### config.mk
export PLATFORM = sky130hd
export DESIGN_NAME = scp_parser
export DESIGN_NICKNAME = d
export VERILOG_FILES = /design/src/core/scp_pkg.sv /design/src/core/scp_parser.sv
export VERILOG_INCLUDE_DIRS = /design/src /design/src/core
export SDC_FILE = /design/constraint.sdc
export NUM_CORES = 1
export LEC_CHECK = 0
export BUFFER_PORTS_ARGS = -buffer_cell sky130_fd_sc_hd__buf_2
export CELL_PAD_IN_SITES_DETAIL_PLACEMENT = 0
export CELL_PAD_IN_SITES_GLOBAL_PLACEMENT = 2
export CORE_MARGIN = 4
export CORE_UTILIZATION = 35
export CTS_CLUSTER_DIAMETER = 30
export DETAILED_ROUTE_END_ITERATION = 16
export PLACE_DENSITY_LB_ADDON = 0.1
export SLEW_MARGIN = 20
export SYNTH_ARGS = -nofsm -noshare
export SYNTH_HDL_FRONTEND = slang
export SYNTH_SLANG_ARGS = --single-unit
### constraint.sdc
create_clock -name mclk -period 6.3 [get_ports mclk]
set_input_delay 0.63 -clock mclk [delete_from_list [all_inputs] [get_ports mclk]]
set_output_delay 0.63 -clock mclk [all_outputs]
set_load 0.01 [all_outputs]
### src/core/scp_map.svh
// Character codes, command letters and sizes for the serial command parser
`ifndef SCP_MAP_SVH
`define SCP_MAP_SVH

// ----------------------------------------------------------------------------
// Control, punctuation, digit and letter characters
// ----------------------------------------------------------------------------
`define SCP_CH_CR     8'h0D
`define SCP_CH_LF     8'h0A
`define SCP_CH_BS     8'h08
`define SCP_CH_ESC    8'h1B
`define SCP_CH_SP     8'h20
`define SCP_CH_CTL_T  8'h14
`define SCP_CH_CTL_C  8'h03
`define SCP_CH_CTL_P  8'h10
`define SCP_CH_QUOTE  8'h22
`define SCP_CH_QMARK  8'h3F
`define SCP_CH_COLON  8'h3A
`define SCP_CH_PLUS   8'h2B
`define SCP_CH_MINUS  8'h2D
`define SCP_CH_DOT    8'h2E
`define SCP_CH_ZERO   8'h30
`define SCP_CH_X      8'h58
`define SCP_CH_O      8'h4F
`define SCP_CH_N      8'h4E
`define SCP_CH_F      8'h46
`define SCP_CH_K      8'h4B
`define SCP_CH_TILDE  8'h7E

// ----------------------------------------------------------------------------
// Command type letters
// ----------------------------------------------------------------------------
`define SCP_CMD_CAL   8'h43
`define SCP_CMD_DIAG  8'h44
`define SCP_CMD_LOGON 8'h4C
`define SCP_CMD_TEST  8'h54
`define SCP_CMD_VAR   8'h56
`define SCP_CMD_WARN  8'h57

// ----------------------------------------------------------------------------
// Sizes
// ----------------------------------------------------------------------------
`define SCP_LINE_DEPTH 64
`define SCP_MAX_ARGS   4
`define SCP_ID_DIGITS  4
`define SCP_HELP_LEN   15
`define SCP_MSG_LEN    21

`endif

### src/core/scp_pkg.sv
// Types shared by the serial command parser
package scp_pkg;

  // Gray-coded along collect -> parse -> report -> message; report -> help flips two bits
  typedef enum logic [2:0] {
    ST_COLLECT = 3'h0,
    ST_PARSE   = 3'h1,
    ST_REPORT  = 3'h3,
    ST_MSG     = 3'h2,
    ST_HELP    = 3'h6
  } scp_state_t;

  typedef enum logic [2:0] {
    ARG_NAME  = 3'h0,
    ARG_INT   = 3'h1,
    ARG_HEX   = 3'h2,
    ARG_FLOAT = 3'h3,
    ARG_BOOL  = 3'h4,
    ARG_STR   = 3'h5
  } scp_arg_t;

endpackage : scp_pkg

### src/core/scp_parser.sv
// Serial command line interpreter: editing, help listing, parsing, replies
//
// Overview of operation
// - Control-T enters echoing interactive mode, flags off.
// - Control-C outside help enters silent computer mode.
// - Nothing executes until carriage return arrives.
// - Backspace removes last character in interactive mode.
// - Escape discards whole pending line in interactive.
// - Question mark command outputs full command list.
// - Control-C pauses listing, Control-P resumes it.
// - Act only on own unit number or none.
// - Letters and keywords matched case-insensitively.
// - Fields are split on single space characters.
// - First field is one valid type letter.
// - Integer: optional sign then one+ digits.
// - Hex: 0x then hex digits, no sign.
// - Float: sign, digits, point, digits; no exponent.
// - Boolean is only ON or OFF.
// - String: quote, printable characters, closing quote.
// - Names compared only at full length.
// - Replies: type, DDD:HH:MM stamp, unit, text, CRLF.
`timescale 1ns/1ps
`include "scp_map.svh"

module scp_parser
  import scp_pkg::*;
#(
  parameter int LINE_DEPTH = `SCP_LINE_DEPTH,
  parameter int IW         = $clog2(LINE_DEPTH) + 1
) (
  // Clock and reset
  input  wire logic            mclk,
  input  wire logic            rst,
  // Received characters
  input  wire logic            rx_valid,
  input  wire logic [7:0]      rx_data,
  output logic                 rx_ready,
  // Transmitted characters
  output logic                 tx_valid,
  output logic [7:0]           tx_data,
  input  wire logic            tx_ready,
  // Configuration and time stamp (BCD)
  input  wire logic            cfg_flag1,
  input  wire logic            cfg_flag2,
  input  wire logic [15:0]     unit_id,
  input  wire logic [11:0]     ts_day,
  input  wire logic [7:0]      ts_hour,
  input  wire logic [7:0]      ts_min,
  // Mode status
  output logic                 interactive,
  output logic                 help_active,
  output logic                 help_paused,
  // Parsed command
  output logic                 cmd_valid,
  output logic                 cmd_reject,
  output logic [7:0]           cmd_type,
  output logic [IW-1:0]        cmd_kw_start,
  output logic [IW-1:0]        cmd_kw_len,
  output logic [2:0]           cmd_arg_cnt,
  output logic [11:0]          cmd_arg_kinds,
  // Line buffer read-back for the executor
  input  wire logic [IW-2:0]   rd_idx,
  output logic [7:0]           rd_char
);

  // --------------------------------------------------------------------------
  // Character helpers
  // --------------------------------------------------------------------------
  function automatic logic [7:0] to_up(input logic [7:0] c);
    to_up = (c >= 8'h61 && c <= 8'h7A) ? (c & 8'hDF) : c;
  endfunction : to_up

  function automatic logic is_dig(input logic [7:0] c);
    is_dig = (c >= `SCP_CH_ZERO) && (c <= 8'h39);
  endfunction : is_dig

  function automatic logic is_hexd(input logic [7:0] c);
    is_hexd = is_dig(c) || (to_up(c) >= 8'h41 && to_up(c) <= `SCP_CH_F);
  endfunction : is_hexd

  function automatic logic [7:0] help_char(input logic [4:0] i);
    case (i)
      5'h00:   help_char = `SCP_CMD_CAL;
      5'h02:   help_char = `SCP_CMD_DIAG;
      5'h04:   help_char = `SCP_CMD_LOGON;
      5'h06:   help_char = `SCP_CMD_TEST;
      5'h08:   help_char = `SCP_CMD_VAR;
      5'h0A:   help_char = `SCP_CMD_WARN;
      5'h0C:   help_char = `SCP_CH_QMARK;
      5'h0D:   help_char = `SCP_CH_CR;
      5'h0E:   help_char = `SCP_CH_LF;
      default: help_char = `SCP_CH_SP;
    endcase
  endfunction : help_char

  // --------------------------------------------------------------------------
  // State
  // --------------------------------------------------------------------------
  scp_state_t        st_r;
  logic [7:0]        line_r [LINE_DEPTH];
  logic [IW-1:0]     len_r;
  logic              ovf_r;
  logic              echo_pend_r;
  logic [7:0]        echo_r;
  logic [4:0]        out_idx_r;
  logic [IW-1:0]     pidx_r;
  logic [2:0]        fld_r;
  logic [IW-1:0]     f_len_r;
  logic [7:0]        f_first_r;
  logic [23:0]       f_word_r;
  logic              f_int_r, f_hex_r, f_flt_r, f_dot_r, f_dig_r, f_cls_r, f_bad_r;
  logic [15:0]       id_acc_r;
  logic              err_r, foreign_r, help_cmd_r, kw_seen_r, id_seen_r;

  wire logic take     = rx_valid && rx_ready;
  wire logic tx_load  = !tx_valid || tx_ready;
  wire logic help_go  = (st_r == ST_HELP) && !help_paused && !echo_pend_r && tx_load;
  wire logic msg_go   = (st_r == ST_MSG) && !echo_pend_r && tx_load;
  wire logic out_last = (help_go && out_idx_r == 5'(`SCP_HELP_LEN - 1))
                     || (msg_go && out_idx_r == 5'(`SCP_MSG_LEN - 1));
  wire logic at_end   = (pidx_r == len_r);
  wire logic [7:0] pc = at_end ? `SCP_CH_SP : line_r[pidx_r[IW-2:0]];
  wire logic in_str   = (f_len_r != '0) && (f_first_r == `SCP_CH_QUOTE) && !f_cls_r;
  wire logic sep      = at_end || (pc == `SCP_CH_SP && !in_str);
  wire logic fin_err  = err_r || (!help_cmd_r && !kw_seen_r);

  // Reply text: type letter, day:hour:minute, unit, fixed text, CR LF
  function automatic logic [7:0] msg_char(input logic [4:0] i);
    case (i)
      5'h00:   msg_char = cmd_type;
      5'h02:   msg_char = {4'h3, ts_day[11:8]};
      5'h03:   msg_char = {4'h3, ts_day[7:4]};
      5'h04:   msg_char = {4'h3, ts_day[3:0]};
      5'h05:   msg_char = `SCP_CH_COLON;
      5'h06:   msg_char = {4'h3, ts_hour[7:4]};
      5'h07:   msg_char = {4'h3, ts_hour[3:0]};
      5'h08:   msg_char = `SCP_CH_COLON;
      5'h09:   msg_char = {4'h3, ts_min[7:4]};
      5'h0A:   msg_char = {4'h3, ts_min[3:0]};
      5'h0C:   msg_char = {4'h3, unit_id[15:12]};
      5'h0D:   msg_char = {4'h3, unit_id[11:8]};
      5'h0E:   msg_char = {4'h3, unit_id[7:4]};
      5'h0F:   msg_char = {4'h3, unit_id[3:0]};
      5'h11:   msg_char = `SCP_CH_O;
      5'h12:   msg_char = `SCP_CH_K;
      5'h13:   msg_char = `SCP_CH_CR;
      5'h14:   msg_char = `SCP_CH_LF;
      default: msg_char = `SCP_CH_SP;
    endcase
  endfunction : msg_char

  // --------------------------------------------------------------------------
  // Terminal mode
  // --------------------------------------------------------------------------
  always_ff @(posedge mclk or posedge rst) begin
    if (rst) begin
      interactive <= 1'b0;
    end else if (cfg_flag1 || cfg_flag2) begin
      interactive <= 1'b0;
    end else if (take && rx_data == `SCP_CH_CTL_T) begin
      interactive <= 1'b1;
    end else if (take && rx_data == `SCP_CH_CTL_C && st_r != ST_HELP) begin
      interactive <= 1'b0;
    end
  end

  always_ff @(posedge mclk or posedge rst) begin
    if (rst) begin
      help_paused <= 1'b0;
    end else if (st_r != ST_HELP) begin
      help_paused <= 1'b0;
    end else if (take && rx_data == `SCP_CH_CTL_C) begin
      help_paused <= 1'b1;
    end else if (take && rx_data == `SCP_CH_CTL_P) begin
      help_paused <= 1'b0;
    end
  end

  // --------------------------------------------------------------------------
  // Line collection and sequencing
  // --------------------------------------------------------------------------
  // Ready drops for one cycle after each taken byte, and longer while an echo is queued
  always_ff @(posedge mclk or posedge rst) begin
    if (rst) begin
      rx_ready <= 1'b0;
    end else begin
      rx_ready <= (st_r == ST_COLLECT || st_r == ST_HELP) && !echo_pend_r && !take;
    end
  end

  always_ff @(posedge mclk or posedge rst) begin
    if (rst) begin
      st_r  <= ST_COLLECT;
      len_r <= '0;
      ovf_r <= 1'b0;
    end else begin
      case (st_r)
        ST_COLLECT: begin
          if (take) begin
            if (rx_data == `SCP_CH_CR) begin
              if (len_r != '0) begin
                st_r <= ST_PARSE;
              end
            end else if (rx_data == `SCP_CH_CTL_T || rx_data == `SCP_CH_CTL_C
                         || rx_data == `SCP_CH_CTL_P) begin
              len_r <= len_r;
            end else if (interactive && rx_data == `SCP_CH_BS) begin
              if (len_r != '0) begin
                len_r <= len_r - 1'b1;
              end
            end else if (interactive && rx_data == `SCP_CH_ESC) begin
              len_r <= '0;
              ovf_r <= 1'b0;
            end else if (len_r == IW'(LINE_DEPTH)) begin
              ovf_r <= 1'b1;
            end else begin
              line_r[len_r[IW-2:0]] <= rx_data;
              len_r <= len_r + 1'b1;
            end
          end
        end
        ST_PARSE: begin
          if (at_end) begin
            st_r <= ST_REPORT;
          end
        end
        ST_REPORT: begin
          len_r <= '0;
          ovf_r <= 1'b0;
          if (fin_err || foreign_r) begin
            st_r <= ST_COLLECT;
          end else if (help_cmd_r) begin
            st_r <= ST_HELP;
          end else begin
            st_r <= ST_MSG;
          end
        end
        default: begin
          if (out_last) begin
            st_r <= ST_COLLECT;
          end
        end
      endcase
    end
  end

  always_ff @(posedge mclk or posedge rst) begin
    if (rst) begin
      rd_char <= 8'h00;
    end else begin
      rd_char <= line_r[rd_idx];
    end
  end

  // --------------------------------------------------------------------------
  // Field splitting and argument checks
  // --------------------------------------------------------------------------
  always_ff @(posedge mclk or posedge rst) begin
    if (rst) begin
      pidx_r <= '0; fld_r <= '0; f_len_r <= '0; f_first_r <= 8'h00; f_word_r <= 24'h0;
      f_int_r <= 1'b0; f_hex_r <= 1'b0; f_flt_r <= 1'b0; f_dot_r <= 1'b0;
      f_dig_r <= 1'b0; f_cls_r <= 1'b0; f_bad_r <= 1'b0; id_acc_r <= 16'h0;
      err_r <= 1'b0; foreign_r <= 1'b0; help_cmd_r <= 1'b0;
      kw_seen_r <= 1'b0; id_seen_r <= 1'b0;
      cmd_type <= 8'h00; cmd_kw_start <= '0; cmd_kw_len <= '0;
      cmd_arg_cnt <= 3'h0; cmd_arg_kinds <= 12'h000;
    end else if (st_r == ST_COLLECT) begin
      pidx_r <= '0; fld_r <= '0; f_len_r <= '0; f_bad_r <= 1'b0; f_cls_r <= 1'b0;
      f_dot_r <= 1'b0; f_dig_r <= 1'b0; id_acc_r <= 16'h0;
      err_r <= ovf_r; foreign_r <= 1'b0; help_cmd_r <= 1'b0;
      kw_seen_r <= 1'b0; id_seen_r <= 1'b0;
      cmd_arg_cnt <= 3'h0; cmd_arg_kinds <= 12'h000;
    end else if (st_r == ST_PARSE) begin
      pidx_r <= pidx_r + 1'b1;
      if (sep) begin
        f_len_r <= '0; f_bad_r <= 1'b0; f_cls_r <= 1'b0;
        f_dot_r <= 1'b0; f_dig_r <= 1'b0; id_acc_r <= 16'h0;
        fld_r <= (fld_r == 3'h7) ? fld_r : fld_r + 1'b1;
        if (f_len_r == '0) begin
          err_r <= 1'b1;
        end else if (fld_r == 3'h0) begin
          cmd_type <= to_up(f_first_r);
          help_cmd_r <= (f_first_r == `SCP_CH_QMARK);
          if (f_len_r != IW'(1) || !(f_first_r == `SCP_CH_QMARK
              || to_up(f_first_r) == `SCP_CMD_CAL || to_up(f_first_r) == `SCP_CMD_DIAG
              || to_up(f_first_r) == `SCP_CMD_LOGON || to_up(f_first_r) == `SCP_CMD_TEST
              || to_up(f_first_r) == `SCP_CMD_VAR || to_up(f_first_r) == `SCP_CMD_WARN)) begin
            err_r <= 1'b1;
          end
        end else if (fld_r == 3'h1 && f_int_r && f_dig_r && is_dig(f_first_r)) begin
          id_seen_r <= 1'b1;
          if (f_len_r > IW'(`SCP_ID_DIGITS)) begin
            err_r <= 1'b1;
          end else if (id_acc_r != unit_id) begin
            foreign_r <= 1'b1;
          end
        end else if (help_cmd_r) begin
          err_r <= 1'b1;
        end else if (!kw_seen_r) begin
          kw_seen_r <= 1'b1;
          cmd_kw_start <= pidx_r - f_len_r;
          cmd_kw_len <= f_len_r;
          if (to_up(f_first_r) < 8'h41 || to_up(f_first_r) > 8'h5A) begin
            err_r <= 1'b1;
          end
        end else if (cmd_arg_cnt == 3'(`SCP_MAX_ARGS)) begin
          err_r <= 1'b1;
        end else begin
          cmd_arg_cnt <= cmd_arg_cnt + 1'b1;
          if (f_hex_r && f_len_r >= IW'(3)) begin
            cmd_arg_kinds[3*cmd_arg_cnt +: 3] <= ARG_HEX;
          end else if (f_int_r && f_dig_r) begin
            cmd_arg_kinds[3*cmd_arg_cnt +: 3] <= ARG_INT;
          end else if (f_flt_r && f_dig_r) begin
            cmd_arg_kinds[3*cmd_arg_cnt +: 3] <= ARG_FLOAT;
          end else if (f_cls_r && !f_bad_r && f_len_r >= IW'(3)) begin
            cmd_arg_kinds[3*cmd_arg_cnt +: 3] <= ARG_STR;
          end else if ((f_len_r == IW'(2) && f_word_r[15:0] == {`SCP_CH_O, `SCP_CH_N})
                       || (f_len_r == IW'(3)
                       && f_word_r == {`SCP_CH_O, `SCP_CH_F, `SCP_CH_F})) begin
            cmd_arg_kinds[3*cmd_arg_cnt +: 3] <= ARG_BOOL;
          end else if (is_dig(f_first_r) || f_first_r == `SCP_CH_PLUS
                       || f_first_r == `SCP_CH_MINUS || f_first_r == `SCP_CH_DOT
                       || f_first_r == `SCP_CH_QUOTE) begin
            err_r <= 1'b1;
          end else begin
            cmd_arg_kinds[3*cmd_arg_cnt +: 3] <= ARG_NAME;
          end
        end
      end else begin
        f_len_r  <= f_len_r + 1'b1;
        f_word_r <= (f_len_r < IW'(3)) ? {f_word_r[15:0], to_up(pc)} : f_word_r;
        f_dig_r  <= f_dig_r || is_dig(pc);
        f_dot_r  <= f_dot_r || (pc == `SCP_CH_DOT);
        id_acc_r <= {id_acc_r[11:0], pc[3:0]};
        if (pc < `SCP_CH_SP || pc > `SCP_CH_TILDE || f_cls_r) begin
          f_bad_r <= 1'b1;
        end
        if (f_len_r == '0) begin
          f_first_r <= pc;
          f_int_r <= is_dig(pc) || pc == `SCP_CH_PLUS || pc == `SCP_CH_MINUS;
          f_hex_r <= (pc == `SCP_CH_ZERO);
          f_flt_r <= is_dig(pc) || pc == `SCP_CH_PLUS || pc == `SCP_CH_MINUS
                     || pc == `SCP_CH_DOT;
        end else begin
          f_int_r <= f_int_r && is_dig(pc);
          f_hex_r <= f_hex_r && ((f_len_r == IW'(1)) ? (to_up(pc) == `SCP_CH_X)
                                                     : is_hexd(pc));
          f_flt_r <= f_flt_r && (is_dig(pc) || (pc == `SCP_CH_DOT && !f_dot_r));
          if (f_first_r == `SCP_CH_QUOTE && pc == `SCP_CH_QUOTE && !f_cls_r) begin
            f_cls_r <= 1'b1;
          end
        end
      end
    end
  end

  always_ff @(posedge mclk or posedge rst) begin
    if (rst) begin
      cmd_valid  <= 1'b0;
      cmd_reject <= 1'b0;
    end else begin
      cmd_valid  <= (st_r == ST_REPORT) && !fin_err && !foreign_r && !help_cmd_r;
      cmd_reject <= (st_r == ST_REPORT) && fin_err;
    end
  end

  always_ff @(posedge mclk or posedge rst) begin
    if (rst) begin
      help_active <= 1'b0;
    end else begin
      help_active <= (st_r == ST_HELP) && !out_last;
    end
  end

  // --------------------------------------------------------------------------
  // Transmit: echo first, then help listing or reply
  // --------------------------------------------------------------------------
  always_ff @(posedge mclk or posedge rst) begin
    if (rst) begin
      echo_pend_r <= 1'b0;
      echo_r      <= 8'h00;
    end else if (take && st_r == ST_COLLECT && interactive
                 && rx_data >= `SCP_CH_SP && rx_data <= `SCP_CH_TILDE) begin
      echo_pend_r <= 1'b1;
      echo_r      <= rx_data;
    end else if (take && st_r == ST_COLLECT && interactive
                 && (rx_data == `SCP_CH_BS || rx_data == `SCP_CH_CR)) begin
      echo_pend_r <= 1'b1;
      echo_r      <= rx_data;
    end else if (echo_pend_r && tx_load) begin
      echo_pend_r <= 1'b0;
    end
  end

  always_ff @(posedge mclk or posedge rst) begin
    if (rst) begin
      tx_valid  <= 1'b0;
      tx_data   <= 8'h00;
      out_idx_r <= 5'h00;
    end else begin
      if (st_r == ST_REPORT || out_last) begin
        out_idx_r <= 5'h00;
      end else if (help_go || msg_go) begin
        out_idx_r <= out_idx_r + 1'b1;
      end
      if (tx_load) begin
        tx_valid <= echo_pend_r || help_go || msg_go;
        if (echo_pend_r) begin
          tx_data <= echo_r;
        end else if (help_go) begin
          tx_data <= help_char(out_idx_r);
        end else if (msg_go) begin
          tx_data <= msg_char(out_idx_r);
        end
      end
    end
  end

endmodule : scp_parser

==> results.json <==
{
  "outcome": "completed",
  "finalSetupTns_ns": 0,
  "wirelength_um": 113000,
  "synth_warnings": 0,
  "cts_max_path_buffers": 3,
  "cts_buffers": 168,
  "synthArstFlopShare": 0.239,
  "cp.arrival_ns": 5.90,
  "critical_path_class": "flip-flop to flip-flop",
  "dieArea_um2": 99600,
  "drt-wirelength-per-cell_um": 29.8,
  "postSynthAreaPerCell_um2": 15.6,
  "crit_required_ns": 6.92,
  "hp-start": "cfg_flag2",
  "grt_overflow": 0,
  "detail-route-antenna-nets": 0,
  "rsz0062_at_grt": "no",
  "holdPathEnd": "interactive",
  "cts_hold_repair.buffers": 0,
  "r2r_cells": 10,
  "gp_congestion": 0.821,
  "final_nets": 2491,
  "fp.dieW_um": 316,
  "fmax_mhz": 189,
  "grtUsageTotal": 0.227,
  "ys_types": 88,
  "cts-root-buf": "clkbuf_16",
  "dr.pass1.iters": 6,
  "timing.rr.end": "cmd_type[2]",
  "synth.ff_latch_count": 673,
  "dp_cells": 3482,
  "dp_hpwl_um": 76000,
  "drv_cap": 0,
  "final_cells": 3790,
  "slew_viol_final": 0,
  "regToRegStartpoint": "pidx_r[0]",
  "synth_ff_type": "edfxtp_1",
  "num_vias": 21900,
  "worst_pin_slew_ns": 1.03,
  "hold_viol": 0,
  "ios": 124,
  "grt_pass1_vias": 22800,
  "io_buffers": 123,
  "vdd_ir_drop_max_mv": 0.272,
  "drt-initial-drc-count": 1971,
  "min_period_over_period": 0.839,
  "finalSetupViolCount": 0,
  "drc_errors": 0,
  "h-tree-depth": 4,
  "post-cts-setup-buffers": 0,
  "power.density_nw_per_um2": 339,
  "clk_latency_ns": 0.75,
  "cts.sinks": 673,
  "crit_fanout": 28,
  "synth_common_cells": "edfxtp_1 (512), mux4_2 (263), dfrtp_1 (161)",
  "whs_path_depth": 2,
  "rows": 112,
  "post-route-util": 0.445,
  "viasPerCell": 5.77,
  "ctsResizeCount": 0,
  "crit_start": "pidx_r[0]",
  "ys_seq_area_frac": 0.586,
  "start_kind": "flip-flop",
  "die_y_um": 316,
  "core_um2": 93600,
  "num_antenna_cells": 0,
  "syn-num-nets": 2218,
  "netlist.area_leader.share": 0.464,
  "fin_skew_ns": 0.0452,
  "cts_tree": "yes",
  "syn2layout_area_growth_pct": 25.8,
  "grt_pass1_wl_um": 163000,
  "whs_ns": 0.0657,
  "endpoint_kind": "flip-flop",
  "min_period_ns": 5.29,
  "clk_pin_slew_ns": 0.04,
  "start_util": 0.354,
  "relSlewSlack": 0.308,
  "p_leak_nw": 14.7,
  "yosysTopAreaCell": "edfxtp_1",
  "synthTopCellsByArea": "edfxtp_1 (46%), mux4_2 (18%), dfrtp_1 (12%)",
  "netlist_area_um2": 33100,
  "r2r_setup_slack_ns": 1.01,
  "grt_max_degree": 89,
  "min_path_type": "input port to flip-flop",
  "synth_edf_count": 512,
  "yosysMostFrequentCell": "edfxtp_1",
  "grt_antenna_before_repair": 9,
  "drive_gt1_frac": 0.349,
  "syn_inst": 2125
}
[critical path: stages (launching register included)]
cell and delay [ns]:
dfrtp_4 0.88, buf_12 0.30, mux4_2 0.53, a22o_1 0.24
a211oi_1 0.81, a211oi_1 0.25, o22ai_1 0.51, a211oi_4 0.14
nor2_2 0.61, or4_1 0.51, mux2_4 0.34
[through the flow]
stage	instance area [um2]	worst slack, ns	total power [W]
2_1_floorplan	33100	1.32	0.00508
3_3_place_gp	35700	1.13	0.00528
3_5_place_dp	35700	1.08	0.00528
4_1_cts	41700	1.09	0.0143
5_1_grt	41700	0.847	0.0146
6_report	41700	1.01	0.0141
[cells by family (layout without fill, tap and decap cells)]
kind of cell | count (synthesis) | in the layout | synth area share
AO/OA/AOI/OAI | 319 | 319 | 0.0700
XOR/XNOR | 36 | 36 | 0.00952
adder cells (fa/ha/maj) | 29 | 29 | 0.0112
flip-flops | 673 | 673 | 0.586
multiplexers | 415 | 415 | 0.228
buffers and inverters | 179 | 590 | 0.0236
AND/OR/NAND/NOR | 474 | 474 | 0.0719
[state kept, by name, indices dropped and copies added, names as in the netlist, 8 cells and up]
register       count
line_r           512
f_word_r          24
id_acc_r          16
cmd_arg_kinds     12
cmd_type           8
echo_r             8
f_first_r          8
rd_char            8
tx_data            8
[cell usage in the layout (no fill, tap or decap), types with 20 or more instances in the layout]
cell type / n
buf_2: 121
o21ai_0: 58
inv_1: 34
ha_1: 28
nand2_1: 132
buf_4: 117
bufinv_16: 28
clkinvlp_4: 21
mux4_2: 263
nor3_1: 27
nand4_1: 22
clkbuf_16: 170
dfrtp_1: 158
mux2_2: 53
nor2_1: 116
mux2i_1: 91
o22ai_1: 26
a22o_1: 45
a21oi_1: 41
nand3_1: 53
a22oi_1: 20
edfxtp_1: 512
clkinv_2: 28
xnor2_1: 27
[layout make-up]
| cell class | instances | area [um2] |
|---|---|---|
| clock inverters | 113 | 1530 |
| fillers | 8372 | 51900 |
| well taps | 1254 | 1570 |
| flip-flops and latches | 673 | 19400 |
| repair buffers | 246 | 1640 |
| multi-input cells | 1273 | 13000 |
| clock buffers | 195 | 4420 |
| inverters | 36 | 140 |
[power breakdown]
group / internal, W / switching (W)
registers: 0.00481 / 0.00000314
clock network: 0.00616 / 0.00275
logic: 0.000151 / 0.000244
total: 0.0111 / 0.00300
[layer usage]
metal  global-route usage  routed length [um]
met5                    0                  13
met4               0.0706                2940
met3               0.0437                6770
met2                0.387               56200
met1                0.296               46900
[worst max-delay path by stage]
stage	end
6_report	cmd_type[2]
5_1_grt	cmd_type[2]
4_1_cts	cmd_type[2]
3_5_place_dp	cmd_type[2]
3_3_place_gp	cmd_type[1]
2_1_floorplan	cmd_arg_cnt[0]
Power figures use the tool's default switching activity.
